<file path="src/tcap_pkg.sv">
// Purpose: Shared constants for the 16-bit timer counter and capture block
// Assumes: 8-bit CPU I/O bus, one system clock
// Notes:   I/O locations are a 4-bit index within the timer
package tcap_pkg;

  // ----------------------------------------------------------------
  // Widths and I/O locations
  // ----------------------------------------------------------------
  localparam int         CNT_W       = 16;
  localparam int         BYTE_W      = 8;
  localparam int         LOC_W       = 4;
  localparam logic [3:0] LOC_CNT_LO  = 4'h0;
  localparam logic [3:0] LOC_CNT_HI  = 4'h1;
  localparam logic [3:0] LOC_CAP_LO  = 4'h2;
  localparam logic [3:0] LOC_CAP_HI  = 4'h3;
  localparam logic [3:0] LOC_CMPA_LO = 4'h4;
  localparam logic [3:0] LOC_CMPA_HI = 4'h5;
  localparam logic [3:0] LOC_CTRL_A  = 4'h6;
  localparam logic [3:0] LOC_CTRL_B  = 4'h7;
  localparam logic [3:0] LOC_FLAGS   = 4'h8;
  localparam logic [3:0] LOC_IRQ_EN  = 4'h9;

  // ----------------------------------------------------------------
  // Field positions
  // ----------------------------------------------------------------
  localparam int CTLA_WGM_LSB = 0;
  localparam int CTLB_CS_LSB  = 0;
  localparam int CTLB_WGM_LSB = 3;
  localparam int CTLB_EDGE    = 6;
  localparam int CTLB_FILT    = 7;
  localparam int FLG_OVF      = 0;
  localparam int FLG_CAP      = 1;

  // ----------------------------------------------------------------
  // Reset values, ceilings, timing
  // ----------------------------------------------------------------
  localparam logic [7:0]  RST_BYTE  = 8'h00;
  localparam logic [15:0] RST_WORD  = 16'h0000;
  localparam logic [15:0] CNT_FLOOR = 16'h0000;
  localparam logic [15:0] TOP_8     = 16'h00ff;
  localparam logic [15:0] TOP_9     = 16'h01ff;
  localparam logic [15:0] TOP_10    = 16'h03ff;
  localparam logic [15:0] TOP_MAX   = 16'hffff;
  localparam logic [2:0]  CS_STOP   = 3'h0;
  localparam int          FILT_SAMPLES = 4;

  typedef enum logic {DIR_UP, DIR_DOWN} tcap_dir_t;

endpackage

</file>
<file path="src/tcap_capture_if.sv">
// Purpose: Signals between the timer core and its capture front end
// Assumes: Both ends on mclk_in
// Notes:   capture is a one-cycle pulse
`timescale 1ns/100ps
interface tcap_capture_if;
  logic raw;
  logic filt_en;
  logic cap_en;
  logic rise_sel;
  logic capture;
  modport core (output raw, output filt_en, output cap_en, output rise_sel, input capture);
  modport unit (input raw, input filt_en, input cap_en, input rise_sel, output capture);
endinterface

</file>
<file path="src/tcap_timer16.sv">
// Purpose: 16-bit up/down counter with input capture and byte access
// Assumes: timer_tick_in is a one-cycle pulse from an outside prescaler
// Notes:   Compare outputs and waveform logic live elsewhere
//
// Summary of operation
// - 16-bit up/down counter, top and floor flags
// - Counter high location reaches holding register only
// - Counter low read copies high byte
// - Counter low write loads all sixteen bits
// - Tick clears, increments or decrements per mode
// - Tick source zero stops counting, access stays
// - CPU counter write beats count and clear
// - Four-bit mode split over both control registers
// - Overflow flag set per mode, raises interrupt
// - Qualified edge copies counter into capture register
// - Capture flag set with the copy
// - Enabled capture flag requests interrupt; service clears
// - Writing one clears capture flag
// - Capture low read first, copies high byte
// - Capture writable only in capture-ceiling modes
// - Comparator select switches capture source
// - Filter output changes after four equal samples
// - Filter on system clock adds four cycles
// - Capture input off in capture-ceiling modes
// - Capture pin sampled after port output logic
// - Ceiling fixed or from compare A or capture
// - One holding register shared by all words
`timescale 1ns/100ps
module tcap_timer16
  import tcap_pkg::*;
(
  // Clock and reset
  input  wire logic              mclk_in,
  input  wire logic              srst_in,
  // CPU I/O bus
  input  wire logic [LOC_W-1:0]  io_addr_in,
  input  wire logic              io_rd_in,
  input  wire logic              io_wr_in,
  input  wire logic [BYTE_W-1:0] io_wdata_in,
  output logic      [BYTE_W-1:0] io_rdata_out,
  // Tick and capture sources
  input  wire logic              timer_tick_in,
  input  wire logic              capture_pin_in,
  input  wire logic              comparator_output_in,
  input  wire logic              comparator_capture_select_in,
  // Interrupts
  input  wire logic              overflow_irq_ack_in,
  input  wire logic              capture_irq_ack_in,
  output logic                   overflow_irq_out,
  output logic                   capture_irq_out,
  // Counter state
  output logic      [CNT_W-1:0]  counter_value_out,
  output logic                   count_top_out,
  output logic                   count_floor_out
);

  // ----------------------------------------------------------------
  // Mode decode
  // ----------------------------------------------------------------
  function automatic logic is_dual(input logic [3:0] m);
    is_dual = (m >= 4'h1 && m <= 4'h3) || (m >= 4'h8 && m <= 4'hb);
  endfunction

  function automatic logic cap_top(input logic [3:0] m);
    cap_top = (m == 4'h8) || (m == 4'ha) || (m == 4'hc) || (m == 4'he);
  endfunction

  function automatic logic ovf_at_max(input logic [3:0] m);
    ovf_at_max = (m == 4'h0) || (m == 4'h4) || (m == 4'hc) || (m == 4'hd);
  endfunction

  function automatic logic [15:0] mode_top(input logic [3:0] m, input logic [15:0] cmpa,
                                           input logic [15:0] capv);
    case (m)
      4'h1, 4'h5: mode_top = TOP_8;
      4'h2, 4'h6: mode_top = TOP_9;
      4'h3, 4'h7: mode_top = TOP_10;
      4'h4, 4'h9, 4'hb, 4'hf: mode_top = cmpa;
      4'h8, 4'ha, 4'hc, 4'he: mode_top = capv;
      default: mode_top = TOP_MAX;
    endcase
  endfunction

  // ----------------------------------------------------------------
  // Registers
  // ----------------------------------------------------------------
  logic [CNT_W-1:0]  cnt_ff;
  logic [CNT_W-1:0]  cap_ff;
  logic [CNT_W-1:0]  cmpa_ff;
  logic [BYTE_W-1:0] temp_ff;
  logic [BYTE_W-1:0] ctrl_a_ff;
  logic [BYTE_W-1:0] ctrl_b_ff;
  logic              ovf_flag_ff;
  logic              cap_flag_ff;
  logic              ovf_ie_ff;
  logic              cap_ie_ff;
  logic [BYTE_W-1:0] rdata_ff;
  tcap_dir_t         dir_ff;

  tcap_capture_if cap_if ();

  // ----------------------------------------------------------------
  // Access decode
  // ----------------------------------------------------------------
  wire rd_cnt_lo  = io_rd_in && (io_addr_in == LOC_CNT_LO);
  wire rd_cap_lo  = io_rd_in && (io_addr_in == LOC_CAP_LO);
  wire wr_cnt_lo  = io_wr_in && (io_addr_in == LOC_CNT_LO);
  wire wr_cap_lo  = io_wr_in && (io_addr_in == LOC_CAP_LO);
  wire wr_cmpa_lo = io_wr_in && (io_addr_in == LOC_CMPA_LO);
  wire wr_ctrl_a  = io_wr_in && (io_addr_in == LOC_CTRL_A);
  wire wr_ctrl_b  = io_wr_in && (io_addr_in == LOC_CTRL_B);
  wire wr_flags   = io_wr_in && (io_addr_in == LOC_FLAGS);
  wire wr_irq_en  = io_wr_in && (io_addr_in == LOC_IRQ_EN);
  wire wr_any_hi  = io_wr_in && ((io_addr_in == LOC_CNT_HI) || (io_addr_in == LOC_CAP_HI) ||
                                 (io_addr_in == LOC_CMPA_HI));

  // ----------------------------------------------------------------
  // Counter
  // ----------------------------------------------------------------
  wire [3:0]  wgm      = {ctrl_b_ff[CTLB_WGM_LSB+:2], ctrl_a_ff[CTLA_WGM_LSB+:2]};
  wire [2:0]  tick_sel = ctrl_b_ff[CTLB_CS_LSB+:3];
  wire        run_tick = timer_tick_in && (tick_sel != CS_STOP);
  wire [15:0] top_val  = mode_top(wgm, cmpa_ff, cap_ff);
  wire        dual     = is_dual(wgm);
  wire        at_top   = (cnt_ff == top_val);
  wire        at_floor = (cnt_ff == CNT_FLOOR);
  wire        turn_dn  = dual && (dir_ff == DIR_UP) && at_top;
  wire        turn_up  = dual && (dir_ff == DIR_DOWN) && at_floor;
  wire        go_down  = turn_dn || (dual && (dir_ff == DIR_DOWN) && !turn_up);
  wire        clr_cnt  = !dual && at_top;

  // Single slope wraps to floor at the ceiling; dual slope turns round
  wire [15:0] stepped  = clr_cnt ? CNT_FLOOR :
                         (go_down ? cnt_ff - 16'h0001 : cnt_ff + 16'h0001);

  // Write wins over the tick in the same cycle
  wire [15:0] nxt_cnt  = wr_cnt_lo ? {temp_ff, io_wdata_in} :
                         (run_tick ? stepped : cnt_ff);

  wire        nxt_dir_down = !dual ? 1'b0 :
                             (run_tick && !wr_cnt_lo && turn_dn) ? 1'b1 :
                             (run_tick && !wr_cnt_lo && turn_up) ? 1'b0 : (dir_ff == DIR_DOWN);

  wire        ovf_evt  = run_tick && !wr_cnt_lo &&
                         (dual ? turn_up : (ovf_at_max(wgm) ? (cnt_ff == TOP_MAX) : at_top));

  // ----------------------------------------------------------------
  // Capture
  // ----------------------------------------------------------------
  // Pin input is taken after the port driver, so software can fire it
  assign cap_if.raw      = comparator_capture_select_in ? comparator_output_in : capture_pin_in;
  assign cap_if.filt_en  = ctrl_b_ff[CTLB_FILT];
  assign cap_if.cap_en   = !cap_top(wgm);
  assign cap_if.rise_sel = ctrl_b_ff[CTLB_EDGE];

  tcap_capture_filter #(
    .SAMPLES (FILT_SAMPLES)
  ) u_filter (
    .mclk_in (mclk_in),
    .srst_in (srst_in),
    .cap_if  (cap_if)
  );

  wire        capture  = cap_if.capture;
  wire        cap_wr_ok = wr_cap_lo && cap_top(wgm);
  wire [15:0] nxt_cap  = capture ? cnt_ff :
                         (cap_wr_ok ? {temp_ff, io_wdata_in} : cap_ff);

  // ----------------------------------------------------------------
  // Holding register and flags
  // ----------------------------------------------------------------
  // One holding byte for every word; a nested access corrupts it
  wire [7:0]  nxt_temp = wr_any_hi ? io_wdata_in :
                         rd_cnt_lo ? cnt_ff[15:8] :
                         rd_cap_lo ? cap_ff[15:8] : temp_ff;

  // Hardware set beats a software or service clear in the same cycle
  wire nxt_ovf_flag = ovf_evt ||
                      (ovf_flag_ff && !(wr_flags && io_wdata_in[FLG_OVF]) && !overflow_irq_ack_in);
  wire nxt_cap_flag = capture ||
                      (cap_flag_ff && !(wr_flags && io_wdata_in[FLG_CAP]) && !capture_irq_ack_in);

  // ----------------------------------------------------------------
  // Read path
  // ----------------------------------------------------------------
  wire [7:0] flags_rd = {6'h00, cap_flag_ff, ovf_flag_ff};
  wire [7:0] ie_rd    = {6'h00, cap_ie_ff, ovf_ie_ff};
  wire [7:0] rd_mux   = (io_addr_in == LOC_CNT_LO)  ? cnt_ff[7:0]  :
                        (io_addr_in == LOC_CNT_HI)  ? temp_ff      :
                        (io_addr_in == LOC_CAP_LO)  ? cap_ff[7:0]  :
                        (io_addr_in == LOC_CAP_HI)  ? temp_ff      :
                        (io_addr_in == LOC_CMPA_LO) ? cmpa_ff[7:0] :
                        (io_addr_in == LOC_CMPA_HI) ? cmpa_ff[15:8] :
                        (io_addr_in == LOC_CTRL_A)  ? ctrl_a_ff    :
                        (io_addr_in == LOC_CTRL_B)  ? ctrl_b_ff    :
                        (io_addr_in == LOC_FLAGS)   ? flags_rd     :
                        (io_addr_in == LOC_IRQ_EN)  ? ie_rd        : RST_BYTE;

  // ----------------------------------------------------------------
  // State update
  // ----------------------------------------------------------------
  always_ff @(posedge mclk_in) begin
    if (srst_in) begin
      cnt_ff  <= RST_WORD;
      cap_ff  <= RST_WORD;
      cmpa_ff <= RST_WORD;
      temp_ff <= RST_BYTE;
      dir_ff  <= DIR_UP;
    end else begin
      cnt_ff  <= nxt_cnt;
      cap_ff  <= nxt_cap;
      cmpa_ff <= wr_cmpa_lo ? {temp_ff, io_wdata_in} : cmpa_ff;
      temp_ff <= nxt_temp;
      dir_ff  <= nxt_dir_down ? DIR_DOWN : DIR_UP;
    end
  end

  always_ff @(posedge mclk_in) begin
    if (srst_in) begin
      ctrl_a_ff   <= RST_BYTE;
      ctrl_b_ff   <= RST_BYTE;
      ovf_flag_ff <= 1'b0;
      cap_flag_ff <= 1'b0;
      ovf_ie_ff   <= 1'b0;
      cap_ie_ff   <= 1'b0;
      rdata_ff    <= RST_BYTE;
    end else begin
      ctrl_a_ff   <= wr_ctrl_a ? io_wdata_in : ctrl_a_ff;
      ctrl_b_ff   <= wr_ctrl_b ? io_wdata_in : ctrl_b_ff;
      ovf_flag_ff <= nxt_ovf_flag;
      cap_flag_ff <= nxt_cap_flag;
      ovf_ie_ff   <= wr_irq_en ? io_wdata_in[FLG_OVF] : ovf_ie_ff;
      cap_ie_ff   <= wr_irq_en ? io_wdata_in[FLG_CAP] : cap_ie_ff;
      rdata_ff    <= io_rd_in ? rd_mux : rdata_ff;
    end
  end

  // ----------------------------------------------------------------
  // Outputs
  // ----------------------------------------------------------------
  assign io_rdata_out      = rdata_ff;
  assign overflow_irq_out  = ovf_flag_ff && ovf_ie_ff;
  assign capture_irq_out   = cap_flag_ff && cap_ie_ff;
  assign counter_value_out = cnt_ff;
  assign count_top_out     = at_top;
  assign count_floor_out   = at_floor;

  // ----------------------------------------------------------------
  // Checks
  // ----------------------------------------------------------------
  a_cnt_load: assert property (@(posedge mclk_in) disable iff (srst_in)
    wr_cnt_lo |=> cnt_ff == {$past(temp_ff), $past(io_wdata_in)})
    else $error("counter low write did not load both bytes");

  a_write_wins: assert property (@(posedge mclk_in) disable iff (srst_in)
    (wr_cnt_lo && run_tick) |=> cnt_ff[7:0] == $past(io_wdata_in))
    else $error("tick overrode a counter write");

  a_stop_hold: assert property (@(posedge mclk_in) disable iff (srst_in)
    (tick_sel == CS_STOP && !wr_cnt_lo) |=> $stable(cnt_ff))
    else $error("counter moved while stopped");

  a_top_wrap: assert property (@(posedge mclk_in) disable iff (srst_in)
    (run_tick && !dual && at_top && !wr_cnt_lo) |=> cnt_ff == CNT_FLOOR)
    else $error("single slope counter did not wrap at ceiling");

  // Host spaces byte accesses one idle cycle apart
  a_temp_copy: assert property (@(posedge mclk_in) disable iff (srst_in)
    rd_cnt_lo ##1 !(wr_any_hi || rd_cnt_lo || rd_cap_lo) ##1 (io_rd_in && io_addr_in == LOC_CNT_HI)
      |=> io_rdata_out == $past(cnt_ff[15:8], 3))
    else $error("high byte read not coherent with low read");

  a_cap_copy: assert property (@(posedge mclk_in) disable iff (srst_in)
    capture |=> cap_ff == $past(cnt_ff) && cap_flag_ff)
    else $error("capture did not store counter and flag");

  a_cap_gated: assert property (@(posedge mclk_in) disable iff (srst_in)
    (cap_top(wgm) && !cap_wr_ok) |=> $stable(cap_ff))
    else $error("capture fired in a capture-ceiling mode");

  a_flag_clear: assert property (@(posedge mclk_in) disable iff (srst_in)
    (wr_flags && io_wdata_in[FLG_CAP] && !capture) |=> !cap_flag_ff)
    else $error("capture flag not cleared by write of one");

  a_cap_irq: assert property (@(posedge mclk_in) disable iff (srst_in)
    (capture && cap_ie_ff && !wr_irq_en) |=> capture_irq_out)
    else $error("enabled capture did not request interrupt");

  a_hi_cnt_keep: assert property (@(posedge mclk_in) disable iff (srst_in)
    (io_wr_in && io_addr_in == LOC_CNT_HI && !run_tick) |=> $stable(cnt_ff))
    else $error("high location write reached the counter");

  a_hi_to_temp: assert property (@(posedge mclk_in) disable iff (srst_in)
    wr_any_hi |=> temp_ff == $past(io_wdata_in))
    else $error("high write missed the holding register");

  a_lo_rd_copy: assert property (@(posedge mclk_in) disable iff (srst_in)
    rd_cnt_lo |=> temp_ff == $past(cnt_ff[15:8]))
    else $error("counter low read did not save high byte");

  a_cap_rd_copy: assert property (@(posedge mclk_in) disable iff (srst_in)
    rd_cap_lo |=> temp_ff == $past(cap_ff[15:8]))
    else $error("capture low read did not save high byte");

  a_tick_step: assert property (@(posedge mclk_in) disable iff (srst_in)
    (run_tick && !dual && !at_top && !wr_cnt_lo) |=> cnt_ff == $past(cnt_ff) + 16'h0001)
    else $error("counter did not step up on tick");

  a_dual_turn: assert property (@(posedge mclk_in) disable iff (srst_in)
    (run_tick && turn_dn && !wr_cnt_lo) |=> dir_ff == DIR_DOWN)
    else $error("dual slope counter did not turn at ceiling");

  a_ovf_set: assert property (@(posedge mclk_in) disable iff (srst_in)
    ovf_evt |=> ovf_flag_ff)
    else $error("overflow event did not set flag");

  a_ovf_ack: assert property (@(posedge mclk_in) disable iff (srst_in)
    (overflow_irq_ack_in && !ovf_evt) |=> !ovf_flag_ff)
    else $error("service did not clear overflow flag");

  a_cap_ack: assert property (@(posedge mclk_in) disable iff (srst_in)
    (capture_irq_ack_in && !capture) |=> !cap_flag_ff)
    else $error("service did not clear capture flag");

  a_flag_keep: assert property (@(posedge mclk_in) disable iff (srst_in)
    (wr_flags && !io_wdata_in[FLG_CAP] && !capture_irq_ack_in && cap_flag_ff) |=> cap_flag_ff)
    else $error("writing zero cleared capture flag");

  a_cap_refuse: assert property (@(posedge mclk_in) disable iff (srst_in)
    (wr_cap_lo && !cap_top(wgm) && !capture) |=> $stable(cap_ff))
    else $error("capture register written outside ceiling modes");

  a_cap_write: assert property (@(posedge mclk_in) disable iff (srst_in)
    (wr_cap_lo && cap_top(wgm)) |=> cap_ff == {$past(temp_ff), $past(io_wdata_in)})
    else $error("capture register write did not load both bytes");

  a_cmpa_load: assert property (@(posedge mclk_in) disable iff (srst_in)
    wr_cmpa_lo |=> cmpa_ff == {$past(temp_ff), $past(io_wdata_in)})
    else $error("compare A write did not use holding byte");

endmodule

</file>
<file path="src/tcap_capture_filter.sv">
// Purpose: Input sampler, optional noise filter and edge detector
// Assumes: raw is synchronous to mclk_in
// Notes:   Filter adds SAMPLES cycles of delay against the plain path
`timescale 1ns/100ps
module tcap_capture_filter
  import tcap_pkg::*;
#(
  parameter int SAMPLES = FILT_SAMPLES
) (
  // Clock and reset
  input  wire logic    mclk_in,
  input  wire logic    srst_in,
  // Core side
  tcap_capture_if.unit cap_if
);

  logic               smp_ff;
  logic [SAMPLES-2:0] hist_ff;
  logic               filt_ff;
  logic               prev_ff;

  wire [SAMPLES-1:0] window = {hist_ff, smp_ff};
  wire               all_hi = &window;
  wire               all_lo = ~|window;
  wire               level  = cap_if.filt_en ? filt_ff : smp_ff;

  // Edge on the chosen polarity; gated off in ceiling modes
  assign cap_if.capture = cap_if.cap_en && (level != prev_ff) && (level == cap_if.rise_sel);

  always_ff @(posedge mclk_in) begin
    if (srst_in) begin
      smp_ff  <= 1'b0;
      hist_ff <= '0;
      filt_ff <= 1'b0;
      prev_ff <= 1'b0;
    end else begin
      smp_ff  <= cap_if.raw;
      hist_ff <= window[SAMPLES-2:0];
      filt_ff <= all_hi ? 1'b1 : (all_lo ? 1'b0 : filt_ff);
      prev_ff <= level;
    end
  end

  // ----------------------------------------------------------------
  // Checks
  // ----------------------------------------------------------------
  a_filter_agree: assert property (@(posedge mclk_in) disable iff (srst_in)
    !$stable(filt_ff) |-> $past(all_hi || all_lo))
    else $error("filter output changed without four equal samples");

endmodule

</file>
<file path="config.mk">
export PLATFORM = sky130hd
export DESIGN_NAME = tcap_timer16
export DESIGN_NICKNAME = d
export VERILOG_FILES = /design/src/tcap_pkg.sv /design/src/tcap_capture_if.sv /design/src/tcap_timer16.sv /design/src/tcap_capture_filter.sv
export SDC_FILE = /design/constraint.sdc
export NUM_CORES = 1
export LEC_CHECK = 0
export BUFFER_PORTS_ARGS = -buffer_cell sky130_fd_sc_hd__buf_4
export CAP_MARGIN = 5
export CORE_MARGIN = 1
export CORE_UTILIZATION = 61
export CTS_BUF_LIST = sky130_fd_sc_hd__clkbuf_4 sky130_fd_sc_hd__clkbuf_8 sky130_fd_sc_hd__clkbuf_16
export DETAILED_ROUTE_END_ITERATION = 10
export PLACE_DENSITY = 0.81
export SLEW_MARGIN = 5
export SYNTH_ARGS = -nofsm -noshare
export SYNTH_HDL_FRONTEND = slang
export SYNTH_SLANG_ARGS = --single-unit
</file>
<file path="constraint.sdc">
create_clock -name mclk_in -period 5.98 [get_ports mclk_in]
set_clock_uncertainty 0.1 [all_clocks]
set_input_delay 0.598 -clock mclk_in [delete_from_list [all_inputs] [get_ports mclk_in]]
set_output_delay 0.598 -clock mclk_in [all_outputs]
set_load 0.005 [all_outputs]
</file>
==> flow_summary.toml <==
[cts]
cts_hold_repair.buffers = 0
tritoncts.num_buffers = 9
clock_tree_from_tritoncts = "done"
cts.htree.levels = 3
clock_tree.buffer_depth = 2
cts.repair.resized = 0
tritoncts_num_sinks = 91
cts-root-buf = "sky130_fd_sc_hd__clkbuf_8"
post_cts_buffers = 0
clk_pin_slew_ns = 0.09
clkLatencyLatePin_ns = 0.37

[detailed_routing]
detail_route.wl_per_cell_um = 21.7
drt_iter0_drc = 751
drt_drc_violations_left = 0
via_count = 6418
met2_wirelength_from_detailed_routing_mm = 8.59
firstDrtPassIters = 8
route.met3.wl_mm = 2.20
met1_length_mm = 8.59
detail-route-antenna-nets = 0
detail_route.wirelength_mm = 20.2
topRoutingLayerUsed = "met4"
avgViaCountPerCell = 6.89

[die]
ioPinCount = 50
initial_core_utilization_pct = 62.6
die_w_um = 102
coreArea_um2 = 9730
die-height_um = 102
dieArea_um2 = 10400
placement_rows = 36

[synthesis]
synth_cell_type_count = 70
synth_commonest_cells = "sky130_fd_sc_hd__nor2_1, sky130_fd_sc_hd__dfxtp_1, sky130_fd_sc_hd__nand2_1"
per_instance_average_area_after_synthesis_um2 = 7.76
synth-async-reset-ratio_pct = 0
post_synth_instance_area_um2 = 6090
post-synth-top-area-cell = "sky130_fd_sc_hd__dfxtp_1"
synth-seq-cells = 91
ys.warnings.count = 0
seq_area_frac_synth_pct = 29.9
synth_area_leaders = "sky130_fd_sc_hd__dfxtp_1, sky130_fd_sc_hd__mux2i_1, sky130_fd_sc_hd__nor2_1"
post_synthesis_cell_count = 785
synth-edff-count = 0
synth.net_count = 825
post-synth-top-count-cell = "sky130_fd_sc_hd__nor2_1"
synth_top_area_share_pct = 29.9
synthFlopType = "sky130_fd_sc_hd__dfxtp_1"

[cells_and_area]
finish.utilization_pct = 68.6
syn2layout_area_growth_pct = 9.53
regArea_um2 = 1820
post_route_cells_drive_above_1_share_pct = 11.8
num_antenna_cells = 0
layout.filler_cells = 847
multi_input_gate_area_um2 = 3930
nets = 834

[power]
pwr-share-seq_pct = 52.2
power.internal_w = 0.000886
vdd.ir_drop.worst_mv = 0.155
total_leakage_power_nw = 2.41
share_clk_of_total_power_pct = 35.8
netSwitchingPower_w = 0.000339
power_density_nw_per_um2 = 184
pwr-share-comb_pct = 12.0
power_switching_share_pct = 27.7

[job]
max_cap_viol_count = 0

[timing]
slew_headroom_pct = 17.1
setup_tns_ns = 0
final.period_utilization_pct = 92.2
grt_setup_unrepaired = "no"
report.final.hold_viol_count = 0
slew_violations = 0
finalHoldWorstSlack_ns = 0.366
finalSetupViolCount = 0
finalCriticalPeriod_ns = 5.51
slew_at_the_pin_closest_to_its_max_slew_limit_ns = 1.24
timing.fmax_mhz = 181

[global_route]
first_pass_grt_wire_length_mm = 30.7
overflow = 0
grt.total_usage_pct = 39.4
grt_pass1_vias = 5570
grt_start_max_net_pins = 95
antenna_found_initial = 0

[worst_hold_path]
hp-class = "in2reg"
worstHoldEndpoint = "u_filter.smp_ff"
holdCritStartpoint = "capture_pin_in"
worst_hold_path.num_cells = 3

[worst_setup_path]
cp-end-kind = "flop"
worst_ep_required_time_ns = 6.10
timing.critical_path.from_type = "flop"
cp_data_arrival_time_ns = 5.63
worst_r2r_startpoint = "ctrl_b_ff[3]"
timing.rr.end = "counter_value_out[12]"
r2r_slack_ns = 0.47
reg2regPathDepth = 17
critPathMaxFanout = 21
worst-setup-path-type = "reg2reg"

[placement]
globalplace.congestion = 0.956
hpwlAfterDp_mm = 14.5
io_buffer_count = 49

[status]
run_status = "completed"
## logic make-up after synthesis
family,Yosys count,synth area share [%]
simple gates,297,23.9
compound gates,230,26.6
flops,91,29.9
buf+inv,89,5.91
mux,50,8.44
fa+ha+maj,18,3.82
xor+xnor,10,1.44
## worst max path at each step
stage | from | to | slack (ns) | depth (start not counted)
CTS | ctrl_b_ff[3] | counter_value_out[14] | 0.58 | 17
detailed placement | ctrl_b_ff[3] | counter_value_out[12] | 0.63 | 17
finish | ctrl_b_ff[3] | counter_value_out[12] | 0.47 | 17
global route | ctrl_b_ff[3] | counter_value_out[12] | 0.16 | 18
global placement | ctrl_b_ff[3] | counter_value_out[12] | 0.73 | 17
floorplan | ctrl_a_ff[1] | counter_value_out[14] | 0.97 | 19
## power groups by stage
stage | clock (W) | combinational (W) | sequential (W)
detailed placement | 0 | 0.000143 | 0.000652
global route | 0.000470 | 0.000158 | 0.000641
floorplan | 0 | 0.0000968 | 0.000644
finish | 0.000439 | 0.000148 | 0.000640
global placement | 0 | 0.000140 | 0.000652
CTS | 0.000440 | 0.000144 | 0.000638
## final cells by class
| cell class | instances | area share, % |
|---|---|---|
| Multi-Input combinational cell | 605 | 58.8 |
| Sequential cell | 91 | 27.3 |
| Timing Repair Buffer | 61 | 6.86 |
| Tap cell | 133 | 2.49 |
| Clock buffer | 11 | 2.17 |
| Inverter | 26 | 1.46 |
| Clock inverter | 5 | 0.918 |
## sequential cells by signal, summed over array words and instances, names as in the netlist
name               count
cmpa_ff               16
dir_ff                 1
u_filter.filt_ff       1
ctrl_b_ff              8
cap_ff                16
temp_ff                8
ovf_ie_ff              1
ctrl_a_ff              8
io_rdata_out           8
counter_value_out     16
u_filter.prev_ff       1
cap_flag_ff            1
ovf_flag_ff            1
cap_ie_ff              1
u_filter.smp_ff        1
u_filter.hist_ff       3
## per-layer routing
layer | global-route usage, % | vias to the layer above
met1 | 55.8 | 3004
li1 | - | 2914
met4 | 14.9 | 0
met3 | 7.87 | 83
met2 | 59.1 | 417
met5 | 0 | -
## layout by cell type (no fill, tap or decap), types with 12 or more instances in the layout
cell type,synthesis,routed
sky130_fd_sc_hd__inv_1,26,26
sky130_fd_sc_hd__a211oi_1,28,28
sky130_fd_sc_hd__dfxtp_1,91,91
sky130_fd_sc_hd__nand2_1,65,65
sky130_fd_sc_hd__a21oi_1,52,52
sky130_fd_sc_hd__buf_4,1,61
sky130_fd_sc_hd__o21ai_0,31,31
sky130_fd_sc_hd__nor2_1,112,112
sky130_fd_sc_hd__nor2b_1,20,20
sky130_fd_sc_hd__nand3_1,13,13
sky130_fd_sc_hd__nand4_1,12,12
sky130_fd_sc_hd__mux2i_1,48,48
sky130_fd_sc_hd__a31oi_1,14,14
sky130_fd_sc_hd__nand2b_1,17,17
sky130_fd_sc_hd__ha_1,17,17
sky130_fd_sc_hd__a222oi_1,14,14
## through the flow
stage / std cells / worst slack [ns] / total power (W) / instance area [µm²]
final: 932 / 0.469 / 0.00123 / 6680
after global routing: 932 / 0.156 / 0.00127 / 6680
after CTS: 932 / 0.583 / 0.00122 / 6680
after detailed placement: 916 / 0.626 / 0.000795 / 6470
after global placement: 916 / 0.733 / 0.000792 / 6470
after floorplan: 785 / 0.973 / 0.000741 / 6090
## critical path: stages, from the launching register on
cell and delay, ns:
sky130_fd_sc_hd__dfxtp_1 0.71, sky130_fd_sc_hd__or4b_1 0.61, sky130_fd_sc_hd__o221a_1 0.31, sky130_fd_sc_hd__or4_4 0.50
sky130_fd_sc_hd__nor4_4 0.45, sky130_fd_sc_hd__a31o_2 0.24, sky130_fd_sc_hd__and2_1 0.16, sky130_fd_sc_hd__buf_4 0.25
sky130_fd_sc_hd__ha_1 0.30, sky130_fd_sc_hd__a21oi_1 0.15, sky130_fd_sc_hd__nand2_1 0.10, sky130_fd_sc_hd__a31oi_1 0.29
sky130_fd_sc_hd__o21ai_0 0.18, sky130_fd_sc_hd__a31oi_1 0.27, sky130_fd_sc_hd__o21ai_0 0.18, sky130_fd_sc_hd__xor2_1 0.17
sky130_fd_sc_hd__a222oi_1 0.33, sky130_fd_sc_hd__nor2_1 0.06
No activity file was read; power rests on OpenSTA's default activity.
